File: src/aplc_pkg.sv
`default_nettype none
package aplc_pkg;
    localparam int CLK_HZ          = 40000000;
    localparam int CLK_MHZ         = 40;
    localparam int WORD_W          = 16;
    localparam int CMD_W           = 8;
    localparam int AUX1_BIT        = 4;
    localparam int AUX0_BIT        = 3;
    localparam int NUM_AIN         = 6;
    localparam int CH_W            = 3;
    localparam int DIFF_CHANS      = 3;
    localparam int PSEUDO_CHANS    = 5;
    localparam int COMMON_AIN      = 5;
    localparam int MCLK_NOM_HI_HZ  = 2457600;
    localparam int MCLK_NOM_LO_HZ  = 1024000;
    localparam int MCLK_DBL_HI_HZ  = 2 * MCLK_NOM_HI_HZ;
    localparam int MCLK_DBL_LO_HZ  = 2 * MCLK_NOM_LO_HZ;
    // longest half period that still reaches the nominal rate, rounded down
    localparam int MCLK_HALF_CYC   = CLK_HZ / (2 * MCLK_NOM_HI_HZ);
    localparam int SCLK_MIN_NS     = 100;
    localparam int SCLK_HALF_CYC   = (SCLK_MIN_NS * CLK_MHZ + 999) / 1000;
    localparam int FIFO_DEPTH      = 2;
    // pin vector positions inside the device synchroniser
    localparam int PIN_MCLK        = 0;
    localparam int PIN_CSN         = 1;
    localparam int PIN_SCLK        = 2;
    localparam int PIN_DIN         = 3;
    localparam int PIN_RSTN        = 4;
    localparam int PIN_AUX0        = 5;
    localparam int PIN_AUX1        = 6;
    localparam int PIN_DBL         = 7;
    localparam int PIN_N           = 8;
endpackage
`default_nettype wire

File: src/aplc_if.sv
`default_nettype none
interface aplc_if;
    logic masterClock;
    logic crystalDriveOut;
    logic clockDoubleSel;
    logic csN;
    logic sclk;
    logic din;
    logic dout;
    logic doutOe;
    logic doutLine;
    logic intN;
    logic resetN;
    logic auxStatusIn0;
    logic auxStatusIn1;
    // released data line is pulled high
    assign doutLine = doutOe ? dout : 1'b1;
    modport dev (input masterClock, clockDoubleSel, csN, sclk, din, resetN,
                 auxStatusIn0, auxStatusIn1,
                 output crystalDriveOut, dout, doutOe, intN);
    modport host (output masterClock, clockDoubleSel, csN, sclk, din, resetN,
                  auxStatusIn0, auxStatusIn1,
                  input crystalDriveOut, doutLine, intN);
endinterface
`default_nettype wire

File: src/aplc_device.sv
`default_nettype none
// Overview of operation
// RULE1 - host drives master clock at nominal rate
// RULE2 - doubled master clock needs doubling bit set
// RULE3 - crystal mode hides internal clock from drive
// RULE4 - serial port acts only while select low
// RULE5 - select tied low gives three-wire port
// RULE6 - select falling edge frames each transfer
// RULE7 - reset pin low restores power-on state
// RULE8 - reset exit needs pin high, clock toggling
// RULE9 - aux input one lands in bit four
// RULE10 - aux input zero lands in bit three
// RULE11 - differential pairs one-two, three-four, five-six
// RULE12 - pseudo-differential inputs one-five against six
// RULE13 - aux inputs latched on first read fall
// RULE14 - tied-low select requires clock idling high
// RULE15 - interrupt low on new word, high after read
// RULE16 - reset release aligned to master clock edge
module aplc_device
    import aplc_pkg::*;
#(
    parameter int DATA_W = WORD_W
) (
    input  wire logic              clk,
    input  wire logic              rst,
    aplc_if.dev                    link,
    input  wire logic              crystalMode,
    input  wire logic              diffMode,
    input  wire logic [CH_W-1:0]   chanSel,
    input  wire logic [DATA_W-1:0] dataIn,
    input  wire logic              dataValid,
    output logic                   dataReady,
    output logic [NUM_AIN-1:0]     posSel,
    output logic [NUM_AIN-1:0]     negSel,
    output logic [CMD_W-1:0]       cmdByte,
    output logic                   cmdValid,
    output logic                   modTick,
    output logic                   coreReset
);
    localparam int BC_W = $clog2(DATA_W + 1);

    initial begin
        if (DATA_W <= AUX1_BIT) $error("DATA_W too small for aux bits");
    end

    function automatic logic [2*NUM_AIN-1:0] muxSel(input logic diff,
                                                    input logic [CH_W-1:0] ch);
        logic [NUM_AIN-1:0] p;
        logic [NUM_AIN-1:0] n;
        p = '0;
        n = '0;
        if (diff && ch < CH_W'(DIFF_CHANS)) begin
            p[2*ch]     = 1'b1; // RULE11
            n[2*ch + 1] = 1'b1; // RULE11
        end else if (!diff && ch < CH_W'(PSEUDO_CHANS)) begin
            p[ch]         = 1'b1; // RULE12
            n[COMMON_AIN] = 1'b1; // RULE12
        end
        return {p, n};
    endfunction

    logic [PIN_N-1:0] pinS1_reg;
    logic [PIN_N-1:0] pinS2_reg;
    logic [PIN_N-1:0] pinS3_reg;
    always_ff @(posedge clk or posedge rst) begin
        if (rst) begin
            pinS1_reg <= 8'hEE;
            pinS2_reg <= 8'hEE;
            pinS3_reg <= 8'hEE;
        end else begin
            pinS1_reg <= {link.clockDoubleSel, link.auxStatusIn1, link.auxStatusIn0,
                          link.resetN, link.din, link.sclk, link.csN, link.masterClock};
            pinS2_reg <= pinS1_reg;
            pinS3_reg <= pinS2_reg;
        end
    end

    logic              coreRst_reg, coreRst_next;
    logic              mclkDiv_reg, mclkDiv_next;
    logic              modTick_reg, modTick_next;
    logic [DATA_W-1:0] mem_reg [FIFO_DEPTH];
    logic [DATA_W-1:0] mem_next [FIFO_DEPTH];
    logic              wrPtr_reg, wrPtr_next;
    logic              rdPtr_reg, rdPtr_next;
    logic [1:0]        count_reg, count_next;
    logic              dataReady_reg, dataReady_next;
    logic [DATA_W-1:0] hold_reg, hold_next;
    logic [DATA_W-1:0] shift_reg, shift_next;
    logic              wordPend_reg, wordPend_next;
    logic              intN_reg, intN_next;
    logic              auxTaken_reg, auxTaken_next;
    logic [BC_W-1:0]   bitCnt_reg, bitCnt_next;
    logic              invPol_reg, invPol_next;
    logic              dout_reg, dout_next;
    logic              doutOe_reg, doutOe_next;
    logic [CMD_W-1:0]  rxSh_reg, rxSh_next;
    logic [2:0]        rxCnt_reg, rxCnt_next;
    logic [CMD_W-1:0]  cmdByte_reg, cmdByte_next;
    logic              cmdValid_reg, cmdValid_next;
    logic              xtal_reg, xtal_next;
    logic [2*NUM_AIN-1:0] sel_reg, sel_next;

    logic mclkRise, csLow, csFall, sclkFall, sclkRise, push, pop;
    logic [DATA_W-1:0] word;

    always_comb begin
        mclkRise = pinS2_reg[PIN_MCLK] & ~pinS3_reg[PIN_MCLK];
        csLow    = ~pinS2_reg[PIN_CSN]; // RULE4
        csFall   = csLow & pinS3_reg[PIN_CSN];
        // polarity is only changed by a select fall or core reset, so both samples agree
        sclkFall = ~(pinS2_reg[PIN_SCLK] ^ invPol_reg) & (pinS3_reg[PIN_SCLK] ^ invPol_reg);
        sclkRise = (pinS2_reg[PIN_SCLK] ^ invPol_reg) & ~(pinS3_reg[PIN_SCLK] ^ invPol_reg);
        push     = dataValid & dataReady_reg;
        pop      = modTick_reg & (count_reg != 2'h0) & ~wordPend_reg & ~auxTaken_reg;
        word     = hold_reg;
        word[AUX1_BIT] = pinS2_reg[PIN_AUX1]; // RULE9
        word[AUX0_BIT] = pinS2_reg[PIN_AUX0]; // RULE10

        coreRst_next = coreRst_reg;
        if (!pinS2_reg[PIN_RSTN]) begin
            coreRst_next = 1'b1; // RULE7
        end else if (mclkRise) begin
            coreRst_next = 1'b0; // RULE8 RULE16
        end

        // with doubling on, every second master rising edge feeds the modulator
        mclkDiv_next = mclkRise ? (pinS2_reg[PIN_DBL] & ~mclkDiv_reg) : mclkDiv_reg;
        modTick_next = mclkRise & (~pinS2_reg[PIN_DBL] | mclkDiv_reg); // RULE2

        mem_next   = mem_reg;
        wrPtr_next = wrPtr_reg;
        rdPtr_next = rdPtr_reg;
        if (push) begin
            mem_next[wrPtr_reg] = dataIn;
            wrPtr_next = ~wrPtr_reg;
        end
        if (pop) begin
            rdPtr_next = ~rdPtr_reg;
        end
        count_next     = count_reg + {1'b0, push} - {1'b0, pop};
        dataReady_next = count_next != 2'(FIFO_DEPTH);

        hold_next     = pop ? mem_reg[rdPtr_reg] : hold_reg;
        shift_next    = shift_reg;
        wordPend_next = wordPend_reg | pop;
        intN_next     = intN_reg & ~pop; // RULE15
        auxTaken_next = auxTaken_reg;
        bitCnt_next   = bitCnt_reg;
        invPol_next   = csFall ? ~pinS2_reg[PIN_SCLK] : invPol_reg; // RULE6 RULE14
        dout_next     = dout_reg;
        doutOe_next   = csLow;
        rxSh_next     = rxSh_reg;
        rxCnt_next    = rxCnt_reg;
        cmdByte_next  = cmdByte_reg;
        cmdValid_next = 1'b0;

        if (!csLow) begin
            // select high ends any partial frame; a cut read restarts whole
            auxTaken_next = 1'b0; // RULE6
            bitCnt_next   = '0;
            rxCnt_next    = 3'h0;
        end else if (wordPend_reg) begin
            if (sclkFall) begin
                if (!auxTaken_reg) begin
                    dout_next     = word[DATA_W-1]; // RULE13
                    shift_next    = {word[DATA_W-2:0], 1'b0};
                    auxTaken_next = 1'b1;
                end else begin
                    dout_next  = shift_reg[DATA_W-1];
                    shift_next = {shift_reg[DATA_W-2:0], 1'b0};
                end
            end
            if (sclkRise && auxTaken_reg) begin
                bitCnt_next = bitCnt_reg + BC_W'(1);
                if (bitCnt_reg == BC_W'(DATA_W - 1)) begin
                    wordPend_next = 1'b0;
                    intN_next     = 1'b1; // RULE15
                    auxTaken_next = 1'b0;
                    bitCnt_next   = '0;
                end
            end
        end else if (sclkRise) begin
            rxSh_next  = {rxSh_reg[CMD_W-2:0], pinS2_reg[PIN_DIN]}; // RULE5
            rxCnt_next = rxCnt_reg + 3'h1;
            if (rxCnt_reg == 3'(CMD_W - 1)) begin
                cmdByte_next  = {rxSh_reg[CMD_W-2:0], pinS2_reg[PIN_DIN]};
                cmdValid_next = 1'b1;
            end
        end

        // the drive pin only inverts the input, it never carries the core clock
        xtal_next = crystalMode & ~pinS2_reg[PIN_MCLK]; // RULE3
        sel_next  = muxSel(diffMode, chanSel);

        if (coreRst_reg) begin
            mclkDiv_next   = 1'b0; // RULE7
            modTick_next   = 1'b0;
            wrPtr_next     = 1'b0;
            rdPtr_next     = 1'b0;
            count_next     = 2'h0;
            dataReady_next = 1'b0;
            wordPend_next  = 1'b0;
            intN_next      = 1'b1;
            auxTaken_next  = 1'b0;
            bitCnt_next    = '0;
            invPol_next    = 1'b0;
            dout_next      = 1'b0;
            doutOe_next    = 1'b0;
            rxCnt_next     = 3'h0;
            cmdValid_next  = 1'b0;
        end
    end

    always_ff @(posedge clk or posedge rst) begin
        if (rst) begin
            coreRst_reg   <= 1'b1;
            mclkDiv_reg   <= 1'b0;
            modTick_reg   <= 1'b0;
            mem_reg       <= '{default: '0};
            wrPtr_reg     <= 1'b0;
            rdPtr_reg     <= 1'b0;
            count_reg     <= 2'h0;
            dataReady_reg <= 1'b0;
            hold_reg      <= '0;
            shift_reg     <= '0;
            wordPend_reg  <= 1'b0;
            intN_reg      <= 1'b1;
            auxTaken_reg  <= 1'b0;
            bitCnt_reg    <= '0;
            invPol_reg    <= 1'b0;
            dout_reg      <= 1'b0;
            doutOe_reg    <= 1'b0;
            rxSh_reg      <= 8'h00;
            rxCnt_reg     <= 3'h0;
            cmdByte_reg   <= 8'h00;
            cmdValid_reg  <= 1'b0;
            xtal_reg      <= 1'b0;
            sel_reg       <= 12'h000;
        end else begin
            coreRst_reg   <= coreRst_next;
            mclkDiv_reg   <= mclkDiv_next;
            modTick_reg   <= modTick_next;
            mem_reg       <= mem_next;
            wrPtr_reg     <= wrPtr_next;
            rdPtr_reg     <= rdPtr_next;
            count_reg     <= count_next;
            dataReady_reg <= dataReady_next;
            hold_reg      <= hold_next;
            shift_reg     <= shift_next;
            wordPend_reg  <= wordPend_next;
            intN_reg      <= intN_next;
            auxTaken_reg  <= auxTaken_next;
            bitCnt_reg    <= bitCnt_next;
            invPol_reg    <= invPol_next;
            dout_reg      <= dout_next;
            doutOe_reg    <= doutOe_next;
            rxSh_reg      <= rxSh_next;
            rxCnt_reg     <= rxCnt_next;
            cmdByte_reg   <= cmdByte_next;
            cmdValid_reg  <= cmdValid_next;
            xtal_reg      <= xtal_next;
            sel_reg       <= sel_next;
        end
    end

    assign link.crystalDriveOut = xtal_reg;
    assign link.dout            = dout_reg;
    assign link.doutOe          = doutOe_reg;
    assign link.intN            = intN_reg;
    assign dataReady            = dataReady_reg;
    assign posSel               = sel_reg[2*NUM_AIN-1:NUM_AIN];
    assign negSel               = sel_reg[NUM_AIN-1:0];
    assign cmdByte              = cmdByte_reg;
    assign cmdValid             = cmdValid_reg;
    assign modTick              = modTick_reg;
    assign coreReset            = coreRst_reg;
endmodule
`default_nettype wire

File: src/flat_wrapper.sv
// flat-port wrapper written by rule: the top's interface ports become plain ports
module aplc_device_flat import aplc_pkg::*;
#(
    parameter int DATA_W = WORD_W
)
  (clk, rst, crystalMode, diffMode, chanSel, dataIn, dataValid, dataReady, posSel, negSel, cmdByte, cmdValid, modTick, coreReset, link_masterClock, link_clockDoubleSel, link_csN, link_sclk, link_din, link_resetN, link_auxStatusIn0, link_auxStatusIn1, link_crystalDriveOut, link_dout, link_doutOe, link_intN);
  aplc_if link_i ();
  input  wire logic clk;
  input  wire logic rst;
  input  wire logic crystalMode;
  input  wire logic diffMode;
  input  wire logic [CH_W-1:0] chanSel;
  input  wire logic [DATA_W-1:0] dataIn;
  input  wire logic dataValid;
  output logic dataReady;
  output logic [NUM_AIN-1:0] posSel;
  output logic [NUM_AIN-1:0] negSel;
  output logic [CMD_W-1:0] cmdByte;
  output logic cmdValid;
  output logic modTick;
  output logic coreReset;
  input wire logic [$bits(link_i.masterClock)-1:0] link_masterClock;
  input wire logic [$bits(link_i.clockDoubleSel)-1:0] link_clockDoubleSel;
  input wire logic [$bits(link_i.csN)-1:0] link_csN;
  input wire logic [$bits(link_i.sclk)-1:0] link_sclk;
  input wire logic [$bits(link_i.din)-1:0] link_din;
  input wire logic [$bits(link_i.resetN)-1:0] link_resetN;
  input wire logic [$bits(link_i.auxStatusIn0)-1:0] link_auxStatusIn0;
  input wire logic [$bits(link_i.auxStatusIn1)-1:0] link_auxStatusIn1;
  output wire logic [$bits(link_i.crystalDriveOut)-1:0] link_crystalDriveOut;
  output wire logic [$bits(link_i.dout)-1:0] link_dout;
  output wire logic [$bits(link_i.doutOe)-1:0] link_doutOe;
  output wire logic [$bits(link_i.intN)-1:0] link_intN;
  assign link_i.masterClock = link_masterClock;
  assign link_i.clockDoubleSel = link_clockDoubleSel;
  assign link_i.csN = link_csN;
  assign link_i.sclk = link_sclk;
  assign link_i.din = link_din;
  assign link_i.resetN = link_resetN;
  assign link_i.auxStatusIn0 = link_auxStatusIn0;
  assign link_i.auxStatusIn1 = link_auxStatusIn1;
  assign link_crystalDriveOut = link_i.crystalDriveOut;
  assign link_dout = link_i.dout;
  assign link_doutOe = link_i.doutOe;
  assign link_intN = link_i.intN;
  aplc_device #(.DATA_W(DATA_W)) u_core (.clk(clk), .rst(rst), .link(link_i), .crystalMode(crystalMode), .diffMode(diffMode), .chanSel(chanSel), .dataIn(dataIn), .dataValid(dataValid), .dataReady(dataReady), .posSel(posSel), .negSel(negSel), .cmdByte(cmdByte), .cmdValid(cmdValid), .modTick(modTick), .coreReset(coreReset));
endmodule
File: config.mk
export PLATFORM = sky130hd
export DESIGN_NAME = aplc_device_flat
export DESIGN_NICKNAME = d
export VERILOG_FILES = /design/src/aplc_pkg.sv /design/src/aplc_if.sv /design/src/aplc_device.sv /design/src/flat_wrapper.sv
export SDC_FILE = /design/constraint.sdc
export NUM_CORES = 1
export LEC_CHECK = 0
export ABC_CLOCK_PERIOD_IN_PS = 6400
export BUFFER_PORTS_ARGS = -buffer_cell sky130_fd_sc_hd__buf_4
export CAP_MARGIN = 20
export CORE_AREA = 2 2 99 92
export DETAILED_ROUTE_END_ITERATION = 6
export DIE_AREA = 0 0 101 94
export PLACE_DENSITY = 0.81
export SLEW_MARGIN = 10
export SYNTH_ARGS = -nofsm -noshare
export SYNTH_HDL_FRONTEND = slang
export SYNTH_SLANG_ARGS = --single-unit
File: constraint.sdc
create_clock -name clk -period 6.4 [get_ports clk]
set_input_delay 0.64 -clock clk [delete_from_list [all_inputs] [get_ports clk]]
set_output_delay 0.64 -clock clk [all_outputs]
set_load 0.05 [all_outputs]
==> summary.txt <==
Run status -> completed
Worst EP arrival -> 3.54 ns
Die Ht -> 94 microns
Port bufs -> 54
Clock-pin slew on the worst setup and hold paths -> 0.05 ns
Filler Cells Inserted -> 557
I/O pins -> 60
Clock sinks -> 124
Die Width -> 101 microns
DPL Wire Length -> 5.18 mm
Worst-path maximum fanout -> 31
Drt pass-1 iters -> 4
Gpl congestion -> 0.741
Critical Path End Type -> flop
Num rows -> 32
Asr flop ratio synth -> 1.00
Clock buffer depth -> 2
Final setup vio count -> 0
Mapped Cells -> 380
Cell Area, Synth -> 4970 sq um
Setup tns final -> 0 ns
RSZ-0062 raised after global routing -> false
Synth Area per Inst -> 13.1 sq um
First-pass GRT wire length -> 14.6 mm
Number of synthesized register bits -> 124
Vias in the first global route -> 3076
Core ar. -> 8410 sq um
Starting density of the core -> 0.592
Antenna violations before repair -> 0
Drt total wl -> 8.74 mm
Post-cts resize count -> 0
DR iter-0 viols -> 96
Global route total overflow -> 0
Overall routing resource usage -> 0.202
Syn-to-layout area delta -> 20.8%
Clk_lat worst skew -> 0.51 ns
Synth top area share -> 0.543
Worst vdd ir -> 218 uV
Worst path required time -> 6.83 ns
Largest net degree at the start of global routing -> 85
Hold Buf Count CTS -> 0
Hold/Removal Path Class -> in -> async
# DRC -> 0
Final worst path period share -> 0.487
Final nets -> 470
Worst rel slew slack -> 0.348
Leakage power -> 2.77 nW
Ys flop type -> dfrtp_1
# H-tree levels -> 4
Antenna diodes -> 0
Cell Pwr Density -> 327 nW/um^2
Setup Buffers After CTS -> 0
Post-route minimum period -> 3.12 ns
Startpoint types -> flop
Final slew viol count -> 0
Final ANT Viol Nets -> 0
Pwr Total -> 1.96 mW
Max Fclk -> 0.321 GHz
Layout Utilization -> 0.715
CTS Root Cell -> clkbuf_8
Max reg flops -> 28
Sequential share of the synthesized area -> 0.628
WL/cell -> 16.0 microns
TritonCTS Buffers -> 17
Unique cell type count in the Yosys netlist -> 44
Share of post-route cells with drive strength above 1 -> 0.339
Worst slew pin tran -> 0.978 ns
Via count -> 2959
Via density -> 5.41
Die area -> 9490 sq um
CTS tree -> built
Number of synthesized flops with an enable pin -> 0
Max cap viols -> 0
Cell taking the most area after synthesis -> dfrtp_1
YS warnings -> 0
Critical path class -> reg -> reg
Fin. Hold Viols -> 0
Final Skew -> 0.00850 ns
Top cells by area, synth -> dfrtp_1 (54%), dfstp_2 (8.5%), mux2_2 (8.1%)
report_power, final:
group,switching [mW],internal [mW]
Clock,0.328,0.602
Sequential,0.0370,0.853
Combinational,0.0705,0.0735
Total,0.435,1.53
worst paths after layout:
check	slack (ns)	start	cells past startpoint	endpoint
setup / recovery	3.28	u_core.auxTaken_reg$_DFFE_PP0P_	9	u_core.dataReady$_DFF_PP0_
hold / removal	0.17	rst	2	u_core.modTick$_DFF_PP0_
setup reg to reg	3.28	u_core.auxTaken_reg$_DFFE_PP0P_	9	u_core.dataReady$_DFF_PP0_
hold reg to reg	0.35	u_core.pinS1_reg[4]$_DFF_PP0_	0	u_core.pinS2_reg[4]$_DFF_PP0_
max in group asynchronous	5.17	rst	4	u_core.pinS2_reg[7]$_DFF_PP1_
min in group clk	0.24	link_din	1	u_core.pinS1_reg[3]$_DFF_PP1_
cells by family (layout without fill, tap and decap cells):
| kind of cell | after synthesis | in the layout | share of synthesized area |
|---|---|---|---|
| flip-flops | 124 | 124 | 0.628 |
| buffers and inverters | 33 | 95 | 0.0319 |
| other | 1 | 4 | 0.000754 |
| XOR/XNOR | 5 | 5 | 0.00880 |
| adder cells (fa/ha/maj) | 5 | 5 | 0.0126 |
| multiplexers | 78 | 78 | 0.174 |
| AND/OR/NAND/NOR | 86 | 86 | 0.0868 |
| AO/OA/AOI/OAI | 48 | 48 | 0.0573 |
layout by cell type (no fill, tap or decap), drive strengths merged, types with 2 or more instances in the layout:
master,n
a211oi,3
a21oi,6
and2,2
buf,56
bufinv,3
clkbuf,21
clkinv,4
clkinvlp,2
conb,4
dfrtp,108
dfstp,16
ha,5
inv,9
mux2,44
mux2i,34
nand2,37
nand2b,5
nand3b,3
nor2,18
nor2b,7
nor3,2
nor3b,2
nor4b,2
nor4bb,2
o21ai,32
or3b,2
xnor2,3
xor2,2
final cells by class:
| class | count | area [sq um] | share of cell area |
|---|---|---|---|
| multi-input cells | 226 | 1700 | 0.284 |
| repair buffers | 56 | 440 | 0.0733 |
| inverters | 8 | 32.5 | 0.00541 |
| clock buffers | 21 | 439 | 0.0731 |
| well taps | 102 | 128 | 0.0212 |
| flip-flops and latches | 124 | 3120 | 0.520 |
| clock inverters | 10 | 141 | 0.0235 |
worst max-delay path, cell delays in order (launching register included):
cell and delay, ns:
dfrtp_1 0.74, or4b_2 1.11, inv_1 0.15, ha_1 0.25, inv_1 0.08, ha_1 0.17, xor2_1 0.17, xnor2_1 0.17
nor2_1 0.07, nor2_1 0.12
Yosys cell counts, types with 2 or more instances:
library cell,number
mux2_4,8
mux2_2,36
ha_1,5
mux2i_1,34
inv_1,8
o21ai_0,32
buf_4,3
buf_1,4
nor4b_1,2
dfstp_2,16
clkbuf_1,16
nand3b_1,3
xor2_1,2
a211oi_1,2
nand2b_1,5
nor2_1,18
nor3_1,2
nor3b_1,2
a21oi_1,5
nand2_1,37
nor2b_1,7
xnor2_1,3
nor4bb_1,2
dfrtp_1,108
routing by layer:
layer | vias up | global-route usage | part of all wire
met5 | - | 0 | 0
met4 | 0 | 0.0755 | 0.021
met3 | 17 | 0.0588 | 0.031
met2 | 58 | 0.338 | 0.51
met1 | 1489 | 0.250 | 0.44
li1 | 1395 | - | -
metrics by stage:
| stage | cell area [sq um] | worst slack, ns | hold WS [ns] | instances |
|---|---|---|---|---|
| after floorplan | 4990 | 2.49 | 0.331 | 383 |
| after global placement | 5400 | 3.48 | 0.333 | 515 |
| after detailed placement | 5400 | 3.44 | 0.336 | 515 |
| after CTS | 5980 | 3.30 | 0.180 | 546 |
| after global routing | 6010 | 3.13 | 0.199 | 547 |
| final | 6010 | 3.28 | 0.166 | 547 |
(Power assumes the default switching activity.)
